$ cat src/pmc_regs.vh
// Constants for the media configuration and chip condition register pair.
// Assumes a 16-bit management register space reached over the serial management port.
`ifndef PMC_REGS_VH
`define PMC_REGS_VH

// ----------------------------------------------------------------
// Register addresses
// ----------------------------------------------------------------
`define PMC_ADDR_PORT_CONFIGURATION 5'h13
`define PMC_ADDR_CHIP_CONDITION 5'h14

// ----------------------------------------------------------------
// Field positions
// ----------------------------------------------------------------
`define PMC_CFG_FIBER_BIT 2
`define PMC_CFG_RSVD_BIT 1
`define PMC_CFG_TXDIS_BIT 0
`define PMC_ST_LINK_BIT 13
`define PMC_ST_DUPLEX_BIT 12
`define PMC_ST_SPEED_BIT 11
`define PMC_ST_ANDONE_BIT 9
`define PMC_ST_PAGE_BIT 8
`define PMC_ST_LOWV_BIT 2

// ----------------------------------------------------------------
// Reset values and frame codes
// ----------------------------------------------------------------
`define PMC_CFG_RSVD_RESET 1'b0
`define PMC_CFG_TXDIS_RESET 1'b0
`define PMC_CFG_FIBER_RESET 1'b0
`define PMC_OP_READ 2'h2
`define PMC_OP_WRITE 2'h1
`define PMC_PREAMBLE_ONES 6'h20
`define PMC_HDR_LAST 4'hc
`define PMC_DATA_LAST 4'hf

`endif

$ cat src/pmc_reg_bank.v
// Holds the media configuration register and composes the chip condition register.
// Assumes write strobes and addresses arrive already decoded from a management frame.
`timescale 1ns/100ps
`include "pmc_regs.vh"

module pmc_reg_bank (
  input wire ref_clk,
  input wire resetn,
  input wire wr_en,
  input wire [4:0] wr_addr,
  input wire [15:0] wr_data,
  input wire [4:0] rd_addr,
  input wire autoneg_enable,
  input wire media_select_strap_pin,
  input wire link_up,
  input wire full_duplex,
  input wire speed_100,
  input wire autoneg_done,
  input wire page_received,
  input wire supply_low_fault,
  output wire [15:0] rd_data,
  output reg fiber_select_q,
  output reg tp_tx_disconnect_q
);

  reg rsvd_q;
  reg strap_done_q;
  reg [15:0] cfg_word;
  reg [15:0] cond_word;

  // ----------------------------------------------------------------
  // Configuration storage
  // ----------------------------------------------------------------
  // The strap is sampled on the first edge after reset release, since an
  // asynchronous reset may only load constants.
  always @(posedge ref_clk or negedge resetn) begin
    if (!resetn) begin
      fiber_select_q <= `PMC_CFG_FIBER_RESET;
      rsvd_q <= `PMC_CFG_RSVD_RESET;
      tp_tx_disconnect_q <= `PMC_CFG_TXDIS_RESET;
      strap_done_q <= 1'b0;
    end else begin
      strap_done_q <= 1'b1;
      if (!strap_done_q) begin
        fiber_select_q <= autoneg_enable ? 1'b0 : media_select_strap_pin;
      end else if (wr_en && wr_addr == `PMC_ADDR_PORT_CONFIGURATION) begin
        fiber_select_q <= wr_data[`PMC_CFG_FIBER_BIT];
        rsvd_q <= wr_data[`PMC_CFG_RSVD_BIT];
        tp_tx_disconnect_q <= wr_data[`PMC_CFG_TXDIS_BIT];
      end
    end
  end

  // ----------------------------------------------------------------
  // Read composition
  // ----------------------------------------------------------------
  // Writes aimed at the condition register land nowhere, so it stays read-only.
  always @* begin
    cfg_word = 16'h0000;
    cfg_word[`PMC_CFG_FIBER_BIT] = fiber_select_q;
    cfg_word[`PMC_CFG_RSVD_BIT] = rsvd_q;
    cfg_word[`PMC_CFG_TXDIS_BIT] = tp_tx_disconnect_q;
    cond_word = 16'h0000;
    cond_word[`PMC_ST_LINK_BIT] = link_up;
    cond_word[`PMC_ST_DUPLEX_BIT] = full_duplex;
    cond_word[`PMC_ST_SPEED_BIT] = speed_100;
    cond_word[`PMC_ST_ANDONE_BIT] = autoneg_done;
    cond_word[`PMC_ST_PAGE_BIT] = page_received;
    cond_word[`PMC_ST_LOWV_BIT] = supply_low_fault;
  end

  assign rd_data = (rd_addr == `PMC_ADDR_PORT_CONFIGURATION) ? cfg_word :
                   (rd_addr == `PMC_ADDR_CHIP_CONDITION) ? cond_word : 16'h0000;

endmodule

$ cat src/pmc_top.v
// Serial management port slave that exposes the media configuration and chip
// condition registers. MDC and MDIO are sampled on ref_clk, so MDC must run
// well below a quarter of ref_clk; the MDIO pin is split into in, out and enable.
`timescale 1ns/100ps
`include "pmc_regs.vh"

module pmc_top (
  input wire ref_clk,
  input wire resetn,
  input wire mdc,
  input wire mdio_in,
  output reg mdio_out_q,
  output reg mdio_oe_q,
  input wire [4:0] phy_address,
  input wire autoneg_enable,
  input wire media_select_strap_pin,
  input wire link_up,
  input wire full_duplex,
  input wire speed_100,
  input wire autoneg_done,
  input wire page_received,
  input wire supply_low_fault,
  output wire fiber_select_q,
  output wire tp_tx_disconnect_q
);

  localparam [3:0] ST_PRE = 4'h1;
  localparam [3:0] ST_HDR = 4'h2;
  localparam [3:0] ST_TA = 4'h4;
  localparam [3:0] ST_DATA = 4'h8;

  reg [3:0] st_q;
  reg mdc_q;
  reg [5:0] pre_q;
  reg [3:0] cnt_q;
  reg [15:0] sr_q;
  reg rd_q;
  reg [4:0] regad_q;
  reg wr_en_q;
  reg [15:0] wr_data_q;
  wire [15:0] rd_data;
  wire mdc_rise;
  wire [12:0] hdr;
  wire hdr_ok;

  // ----------------------------------------------------------------
  // Helper functions
  // ----------------------------------------------------------------
  // Moves a word one place towards its top and fills the freed low bit.
  function [15:0] pmc_shift;
    input [15:0] word;
    input bit_in;
    begin
      pmc_shift = {word[14:0], bit_in};
    end
  endfunction

  // Advances a bit counter by one.
  function [3:0] pmc_count_up;
    input [3:0] cnt;
    begin
      pmc_count_up = cnt + 4'h1;
    end
  endfunction

  // True when the opcode asks for the register to be read.
  function pmc_op_is_read;
    input [1:0] op;
    begin
      pmc_op_is_read = (op == `PMC_OP_READ);
    end
  endfunction

  // Only read and write codes are answered; others drop the frame so that a
  // stray pattern never turns the line around.
  function pmc_op_known;
    input [1:0] op;
    begin
      pmc_op_known = pmc_op_is_read(op) || (op == `PMC_OP_WRITE);
    end
  endfunction

  // ----------------------------------------------------------------
  // Clock edge and header view
  // ----------------------------------------------------------------
  assign mdc_rise = mdc & ~mdc_q;
  // Start bit two, opcode, PHY address and register address, oldest first.
  assign hdr = {sr_q[11:0], mdio_in};
  // The frame is ours only if start bit, address and opcode all agree.
  assign hdr_ok = hdr[12] && (hdr[9:5] == phy_address) && pmc_op_known(hdr[11:10]);

  // ----------------------------------------------------------------
  // Register bank
  // ----------------------------------------------------------------
  pmc_reg_bank u_bank (
    .ref_clk(ref_clk),
    .resetn(resetn),
    .wr_en(wr_en_q),
    .wr_addr(regad_q),
    .wr_data(wr_data_q),
    .rd_addr(regad_q),
    .autoneg_enable(autoneg_enable),
    .media_select_strap_pin(media_select_strap_pin),
    .link_up(link_up),
    .full_duplex(full_duplex),
    .speed_100(speed_100),
    .autoneg_done(autoneg_done),
    .page_received(page_received),
    .supply_low_fault(supply_low_fault),
    .rd_data(rd_data),
    .fiber_select_q(fiber_select_q),
    .tp_tx_disconnect_q(tp_tx_disconnect_q)
  );

  // ----------------------------------------------------------------
  // Frame sequencer
  // ----------------------------------------------------------------
  // Read data is captured whole during turnaround, so a status change mid-frame
  // cannot tear the word the station receives. The second turnaround rise
  // already shows data bit 15, so the station must sample late in each high
  // phase of mdc. A frame cut short by a stopped mdc holds its state and, on a
  // read, keeps driving the line until mdc runs again or reset is applied.
  always @(posedge ref_clk or negedge resetn) begin
    if (!resetn) begin
      st_q <= ST_PRE;
      mdc_q <= 1'b0;
      pre_q <= 6'h00;
      cnt_q <= 4'h0;
      sr_q <= 16'h0000;
      rd_q <= 1'b0;
      regad_q <= 5'h00;
      wr_en_q <= 1'b0;
      wr_data_q <= 16'h0000;
      mdio_out_q <= 1'b0;
      mdio_oe_q <= 1'b0;
    end else begin
      mdc_q <= mdc;
      wr_en_q <= 1'b0;
      if (mdc_rise) begin
        case (st_q)
          ST_PRE: begin
            if (mdio_in) begin
              if (pre_q != `PMC_PREAMBLE_ONES) begin
                pre_q <= pre_q + 6'h01;
              end
            end else begin
              if (pre_q == `PMC_PREAMBLE_ONES) begin
                st_q <= ST_HDR;
                cnt_q <= 4'h0;
              end
              pre_q <= 6'h00;
            end
          end

          ST_HDR: begin
            sr_q <= pmc_shift(sr_q, mdio_in);
            cnt_q <= pmc_count_up(cnt_q);
            if (cnt_q == `PMC_HDR_LAST) begin
              cnt_q <= 4'h0;
              regad_q <= hdr[4:0];
              rd_q <= pmc_op_is_read(hdr[11:10]);
              if (hdr_ok) begin
                st_q <= ST_TA;
              end else begin
                st_q <= ST_PRE;
              end
            end
          end

          ST_TA: begin
            cnt_q <= pmc_count_up(cnt_q);
            if (cnt_q == 4'h0) begin
              if (rd_q) begin
                mdio_oe_q <= 1'b1;
                mdio_out_q <= 1'b0;
                sr_q <= rd_data;
              end
            end else begin
              st_q <= ST_DATA;
              cnt_q <= 4'h0;
              if (rd_q) begin
                mdio_out_q <= sr_q[15];
                sr_q <= pmc_shift(sr_q, 1'b0);
              end
            end
          end

          ST_DATA: begin
            cnt_q <= pmc_count_up(cnt_q);
            if (rd_q) begin
              mdio_out_q <= sr_q[15];
              sr_q <= pmc_shift(sr_q, 1'b0);
            end else begin
              sr_q <= pmc_shift(sr_q, mdio_in);
            end
            if (cnt_q == `PMC_DATA_LAST) begin
              st_q <= ST_PRE;
              cnt_q <= 4'h0;
              mdio_oe_q <= 1'b0;
              mdio_out_q <= 1'b0;
              if (!rd_q) begin
                wr_en_q <= 1'b1;
                wr_data_q <= pmc_shift(sr_q, mdio_in);
              end
            end
          end

          default: begin
            st_q <= ST_PRE;
            mdio_oe_q <= 1'b0;
          end
        endcase
      end
    end
  end

endmodule

$ cat config.mk
export PLATFORM = sky130hd
export DESIGN_NAME = pmc_top
export DESIGN_NICKNAME = d
export VERILOG_FILES = /design/src/pmc_reg_bank.v /design/src/pmc_top.v
export VERILOG_INCLUDE_DIRS = /design/src
export SDC_FILE = /design/constraint.sdc
export NUM_CORES = 1
export LEC_CHECK = 0
export BUFFER_PORTS_ARGS = -buffer_cell sky130_fd_sc_hd__buf_4
export CORE_UTILIZATION = 45
export DETAILED_ROUTE_END_ITERATION = 10
export GPL_ROUTABILITY_DRIVEN = 0
export GPL_TIMING_DRIVEN = 0
export PLACE_DENSITY = 0.74
export SLEW_MARGIN = 5
export SYNTH_ARGS = -nofsm -noshare
export SYNTH_HDL_FRONTEND = slang
export SYNTH_SLANG_ARGS = --single-unit
export TNS_END_PERCENT = 5
$ cat constraint.sdc
create_clock -name ref_clk -period 1.8 [get_ports ref_clk]
set_input_delay 0.27 -clock ref_clk [delete_from_list [all_inputs] [get_ports ref_clk]]
set_output_delay 0.27 -clock ref_clk [all_outputs]
set_load 0.01 [all_outputs]
## Yosys cells after proc, flatten, opt, wreduce, memory -nomap -nowiden

Index checks and enable logic that the tools add are counted.
Widths: inputs -> output; s select.

- Register bits after elaboration: 47
- Bits of input ports: 17
- Output and inout bits: 4
- Word-level logic and storage cells: 100

- Add/subtract/negate cells: 2
- Equal/unequal tests: 23
- Mux-type cells: 38
- Bitwise logic cells: 4
- Reductions and logical operators: 18

Operator list:

| cell | number |
|---|---|
| $mux 16 | 4 |
| $pmux 16 s3 | 1 |
| $mux 4 | 10 |
| $pmux 4 s4 | 2 |
| $ne 2x2->1 const B | 8 |
| $mux 1 | 15 |
| $mux 14 | 1 |
| $eq 4x4->1 const B | 3 |
| $mux 6 | 2 |
| $reduce_and 3->1 | 4 |
| $eq 5x5->1 const B | 2 |
| $reduce_and 4->1 | 2 |
| $add 6x1->6 const B | 1 |
| $eq 6x6->1 const B | 1 |
| $ne 6x6->1 const B | 1 |
| $reduce_and 6->1 | 1 |
| $eq 5x5->1 | 1 |
| $reduce_and 5->1 | 1 |
| $add 4x1->4 const B | 1 |
| $eq 4x1->1 const B | 1 |
| $eq 4x2->1 const B | 1 |
| $eq 4x3->1 const B | 1 |
| $logic_not 4->1 | 1 |
| $reduce_bool 4->1 | 1 |
| 15 further kinds | 19 |

## Longest topological paths before layout

- Word-level depth: 6
- Depth in mapped cells: 7
- Depth with buffers taken out: 7

## Cells and area by module

A second synthesis with hierarchy kept.

- Cells, all modules: 272
- Area, all modules: 3255.6 um^2

By module, submodules not included:

| module | times used | cells each | area each (um^2) | seq. area each (um^2) |
|---|---|---|---|---|
| pmc_top | 1 | 234 | 2920.3 | 1402.6 |
| pmc_reg_bank | 1 | 38 | 335.3 | 100.1 |

## Worst setup path after synthesis

No wires, ideal clock.

- Path kind: register -> register
- Start: register cnt_q[0]
- End: register st_q[1]
- Library setup time: 0.125 ns
- Arrival time: 1.795 ns
- Slack: -0.120 ns
- Stages on the path, launching flop included: 8
- Buffers on the path: 0
- Clock period less this slack: 1.920 ns
- Cell sequence: dfrtp_1 inv_1 ha_1 nor3b_1 and2_1 a211oi_4 nand2_1 mux2_2

- Word-level cells in the longest chain between the ends: 3
- Elaborated cells on any way between the ends: 7
- Those cells by class: eq/ne: 5; reduce/logical: 2

Ends and longest elaborated chain:

| item | RTL line | text |
|---|---|---|
| start: declaration | pmc_top.v:35 | `reg [3:0] cnt_q;` |
| start signal: assignment | pmc_top.v:157 | `cnt_q <= pmc_count_up(cnt_q);` |
| start signal: assignment | pmc_top.v:171 | `cnt_q <= pmc_count_up(cnt_q);` |
| start signal: assignment | pmc_top.v:189 | `cnt_q <= pmc_count_up(cnt_q);` |
| $eq 4x4->1 (no source line) or $logic_not 4->1 (tied branches) | -- |  |
| $ne 2x2->1 (no source line) | -- |  |
| $reduce_and 6->1 (no source line) * | -- |  |
| end signal: assignment | pmc_top.v:125 | `st_q <= ST_PRE;` |
| end signal: assignment | pmc_top.v:148 | `st_q <= ST_HDR;` |
| end signal: assignment | pmc_top.v:163 | `st_q <= ST_TA;` |
| end: declaration | pmc_top.v:32 | `reg [3:0] st_q;` |

Every way passes the cells marked *; elsewhere a longest branch is shown, timed or not.
A chain may end at the register's enable or synchronous reset.

## Worst setup path in the final report

- Start: register pre_q[3]
- End: register cnt_q[0]

- Word-level cells in the longest chain between the ends: 3

Ends and longest elaborated chain:

| item | RTL line | text |
|---|---|---|
| start: declaration | pmc_top.v:34 | `reg [5:0] pre_q;` |
| start signal: assignment | pmc_top.v:144 | `pre_q <= pre_q + 6'h01;` |
| $eq 6x6->1 (no source line) | -- |  |
| $ne 2x2->1 (no source line) | -- |  |
| $reduce_and 4->1 (no source line) | -- |  |

Every way passes these cells.

==> results.py <==
metrics = {
    "sta": {
        "min_period_ns": 1.873,
        "rsz0062_at_grt": "yes",
        "slew_headroom_pct": 60.40,
        "hold_viol": 0,
        "setup_violations": 8,
        "max_freq_ghz": 0.5340,
        "clock_skew_ns": 0.006236,
        "worst_pin_slew_ns": 0.5940,
        "finalWorstSetupSlack_ns": -0.07258,
        "fin_tns_setup_ns": -0.4420,
        "finalMaxSlewViolations": 0,
        "min_period_over_period_pct": 104.0,
    },
    "finish": {
        "fin_nets": 308,
        "fill_cells": 467,
        "diodes": 0,
        "final_cells": 357,
        "area_growth_pct": 20.65,
        "multiInputGateArea_um2": 1330,
        "post_route_cells_drive_above_1_share_pct": 29.27,
        "fin_util_pct": 57.64,
        "stdcell_area_um2": 3019,
        "regArea_um2": 1179,
    },
    "floorplanning": {
        "floorplan.initialDensity_pct": 47.78,
        "die_height_um": 76.57,
        "rows": 26,
        "core_area_um2": 5238,
        "boundaryPins": 21,
        "dieArea_um2": 5863,
        "die_x_um": 76.57,
    },
    "setup_path": {
        "r2r_cells": 4,
        "path_cells": "or4b_4, o32ai_4, o31ai_4, mux2_2",
        "worstSetupStartpointType": "flip-flop",
        "criticalPathCategory": "reg2reg",
        "r2r_slack_ns": -0.07,
        "max_stage_delay_ns": 0.55,
        "cp_slowest_cell": "or4b_4",
        "critPathRequiredTime_ns": 1.98,
        "endpoint_kind": "flip-flop",
        "arrival_ns": 2.06,
        "crit_fanout": 7,
    },
    "synth": {
        "synthArstFlopShare_pct": 100.0,
        "synth_nets": 272,
        "synth_top_area_share_pct": 46.00,
        "synth_edf_count": 0,
        "yosysSeqAreaShare_pct": 47.05,
        "ys_types": 48,
        "synth_area_um2": 2502,
        "synth_common_cells": "dfrtp_1 (46), nand2_1 (42), o21ai_0 (26)",
        "synth.area.top_cells": "dfrtp_1 (46%), nand2_1 (6.3%), mux2_2 (5.9%)",
        "synth_top_area_cell": "dfrtp_1",
        "synth_ff_type": "dfrtp_1",
        "syn_avg_cell_area_um2": 10.01,
        "ys_ff_latch": 47,
        "yosysMostFrequentCell": "dfrtp_1",
        "synth_warnings": 0,
        "synthCells": 250,
    },
    "min_path": {
        "worstHoldPathCells": 1,
        "hold_class": "in2reg",
    },
    "clock_tree": {
        "tritoncts": "built",
        "cts.sinks": 47,
        "cts_buffers": 5,
        "ctsHtreeMaxLevel": 2,
        "path_clk_slew_ns": 0.08,
        "root_buffer": "clkbuf_8",
        "cts_buffer_depth": 2,
        "clock_latency_ns": 0.30,
    },
    "run_status": {
        "run_status": "finished with violations",
        "violations": "negative setup slack",
    },
    "grt": {
        "grt-ovfl-total": 0,
        "grt_pass1_vias": 1804,
        "antenna_found_initial": 0,
        "gr-usage-all-layers_pct": 18.45,
        "grt_pass1_wl_mm": 8.569,
        "grt_max_degree": 48,
    },
    "pwr": {
        "vdd_drop_max_mv": 0.6512,
        "powerDensity_nw_per_um2": 1030,
        "leakage_nw": 1.328,
    },
    "drt": {
        "wl_per_cell_um": 14.38,
        "via_per_inst": 5.415,
        "via_count": 1933,
        "ant_nets": 0,
        "drtPass1Iterations": 4,
        "drt_wl_total_mm": 5.132,
        "drc_errors": 0,
        "drt_iter0_markers": 102,
    },
    "placement": {
        "postPlaceCellArea_um2": 2748,
        "dp_hpwl_mm": 3.506,
        "place_ws_ns": -0.2740,
        "placedCellCount": 340,
        "port_buffers": 20,
    },
    "job": {
        "max_cap_violations": 0,
    },
}
[worst max-delay path, delay by kind of cell (launching register included)]
family	cells	cell delay, ns
muxes	1	0.29
DFF	1	0.42
and+or+nand+nor	1	0.55
AOI/OAI and AO/OA	2	0.50
[area by class of cell]
class	count	share of cell area, %
buffer	9	2.694
clock inverter	1	0.2901
multi-input combinational	187	44.05
sequential	47	39.04
inverter	7	0.8703
clock buffer	7	2.860
timing repair buffer	29	7.294
tap	70	2.901
[stage by stage]
stage	total power, mW	hold slack [ns]
3_5_place_dp	2.235	0.3125
4_1_cts	3.008	0.1009
5_1_grt	3.304	0.09566
3_3_place_gp	2.203	0.3131
6_report	3.111	0.1010
2_1_floorplan	2.018	-0.02559
[path summary, 6_finish.rpt]
check,start,end
max,pre_q[3],cnt_q[0]
min,mdc,mdc_q
max reg2reg,pre_q[3],cnt_q[0]
min reg2reg,u_bank.strap_done_q,u_bank.fiber_select_q
max in group asynchronous,resetn,pre_q[3]
min in group asynchronous,resetn,pre_q[2]
[layout by cell type, fill, tap and decap left out, drive strengths merged, types with 2 or more instances in the layout]
cell    netlist  routed
a211o         2       2
a21o          2       2
a21oi         8       8
a22oi         7       7
and2          2       2
and3          2       2
buf           4      32
clkbuf        5      12
dfrtp        46      46
ha            5       5
inv           7       7
mux2         13      13
mux2i         3       3
nand2        42      42
nand2b        6       6
nand3        11      11
nand4         3       3
nor2         15      15
nor2b         4       4
nor3          2       2
nor3b         3       3
nor4          2       2
nor4b         3       3
o21ai        27      27
o31ai         3       3
or2           2       2
xnor2         5       5
[where the power goes]
part	internal, mW	leakage [nW]	total [mW]	switching [mW]
clock network	0.315	0.0484	0.668	0.353
logic	0.536	0.647	1.07	0.537
registers	1.22	0.632	1.37	0.145
total	2.08	1.33	3.11	1.03
[what timing repair did]
action / CTS / global route
endpoints found under the hold margin: 45 / 0
pin swaps: 2 / 6
gates cloned: 0 / 0
setup buffers: 3 / 5
gates resized for setup: 16 / 15
hold buffers: 1 / 0
endpoints found under the setup margin: 38 / 38
[metal layers]
metal | part of all wire (%) | track usage (%) | up-vias
li1 | - | - | 954
met1 | 49 | 26.92 | 948
met2 | 47 | 28.29 | 25
met3 | 2.5 | 2.994 | 6
met4 | 1.2 | 5.192 | 0
met5 | 0 | 0 | -
[state kept, by name, summed over array words and instances, names as in the netlist]
register                   cells
u_bank.fiber_select_q          1
cnt_q                          4
u_bank.tp_tx_disconnect_q      1
wr_data_q                      3
mdio_out_q                     1
regad_q                        5
sr_q                          16
mdio_oe_q                      1
u_bank.rsvd_q                  1
rd_q                           1
pre_q                          6
wr_en_q                        1
mdc_q                          1
u_bank.strap_done_q            1
st_q                           4
[logic make-up (layout without fill, tap and decap cells)]
logic type | Yosys count | count (layout) | share of synthesized area (%)
AO/OA/AOI/OAI | 58 | 58 | 16.25
adder cells (fa/ha/maj) | 5 | 5 | 2.500
other | 1 | 1 | 0.1499
XOR/XNOR | 5 | 5 | 1.750
flip-flops | 47 | 47 | 47.05
multiplexers | 16 | 16 | 7.050
AND/OR/NAND/NOR | 102 | 102 | 21.90
buffers and inverters | 16 | 53 | 3.350
(Power assumes the default switching activity.)
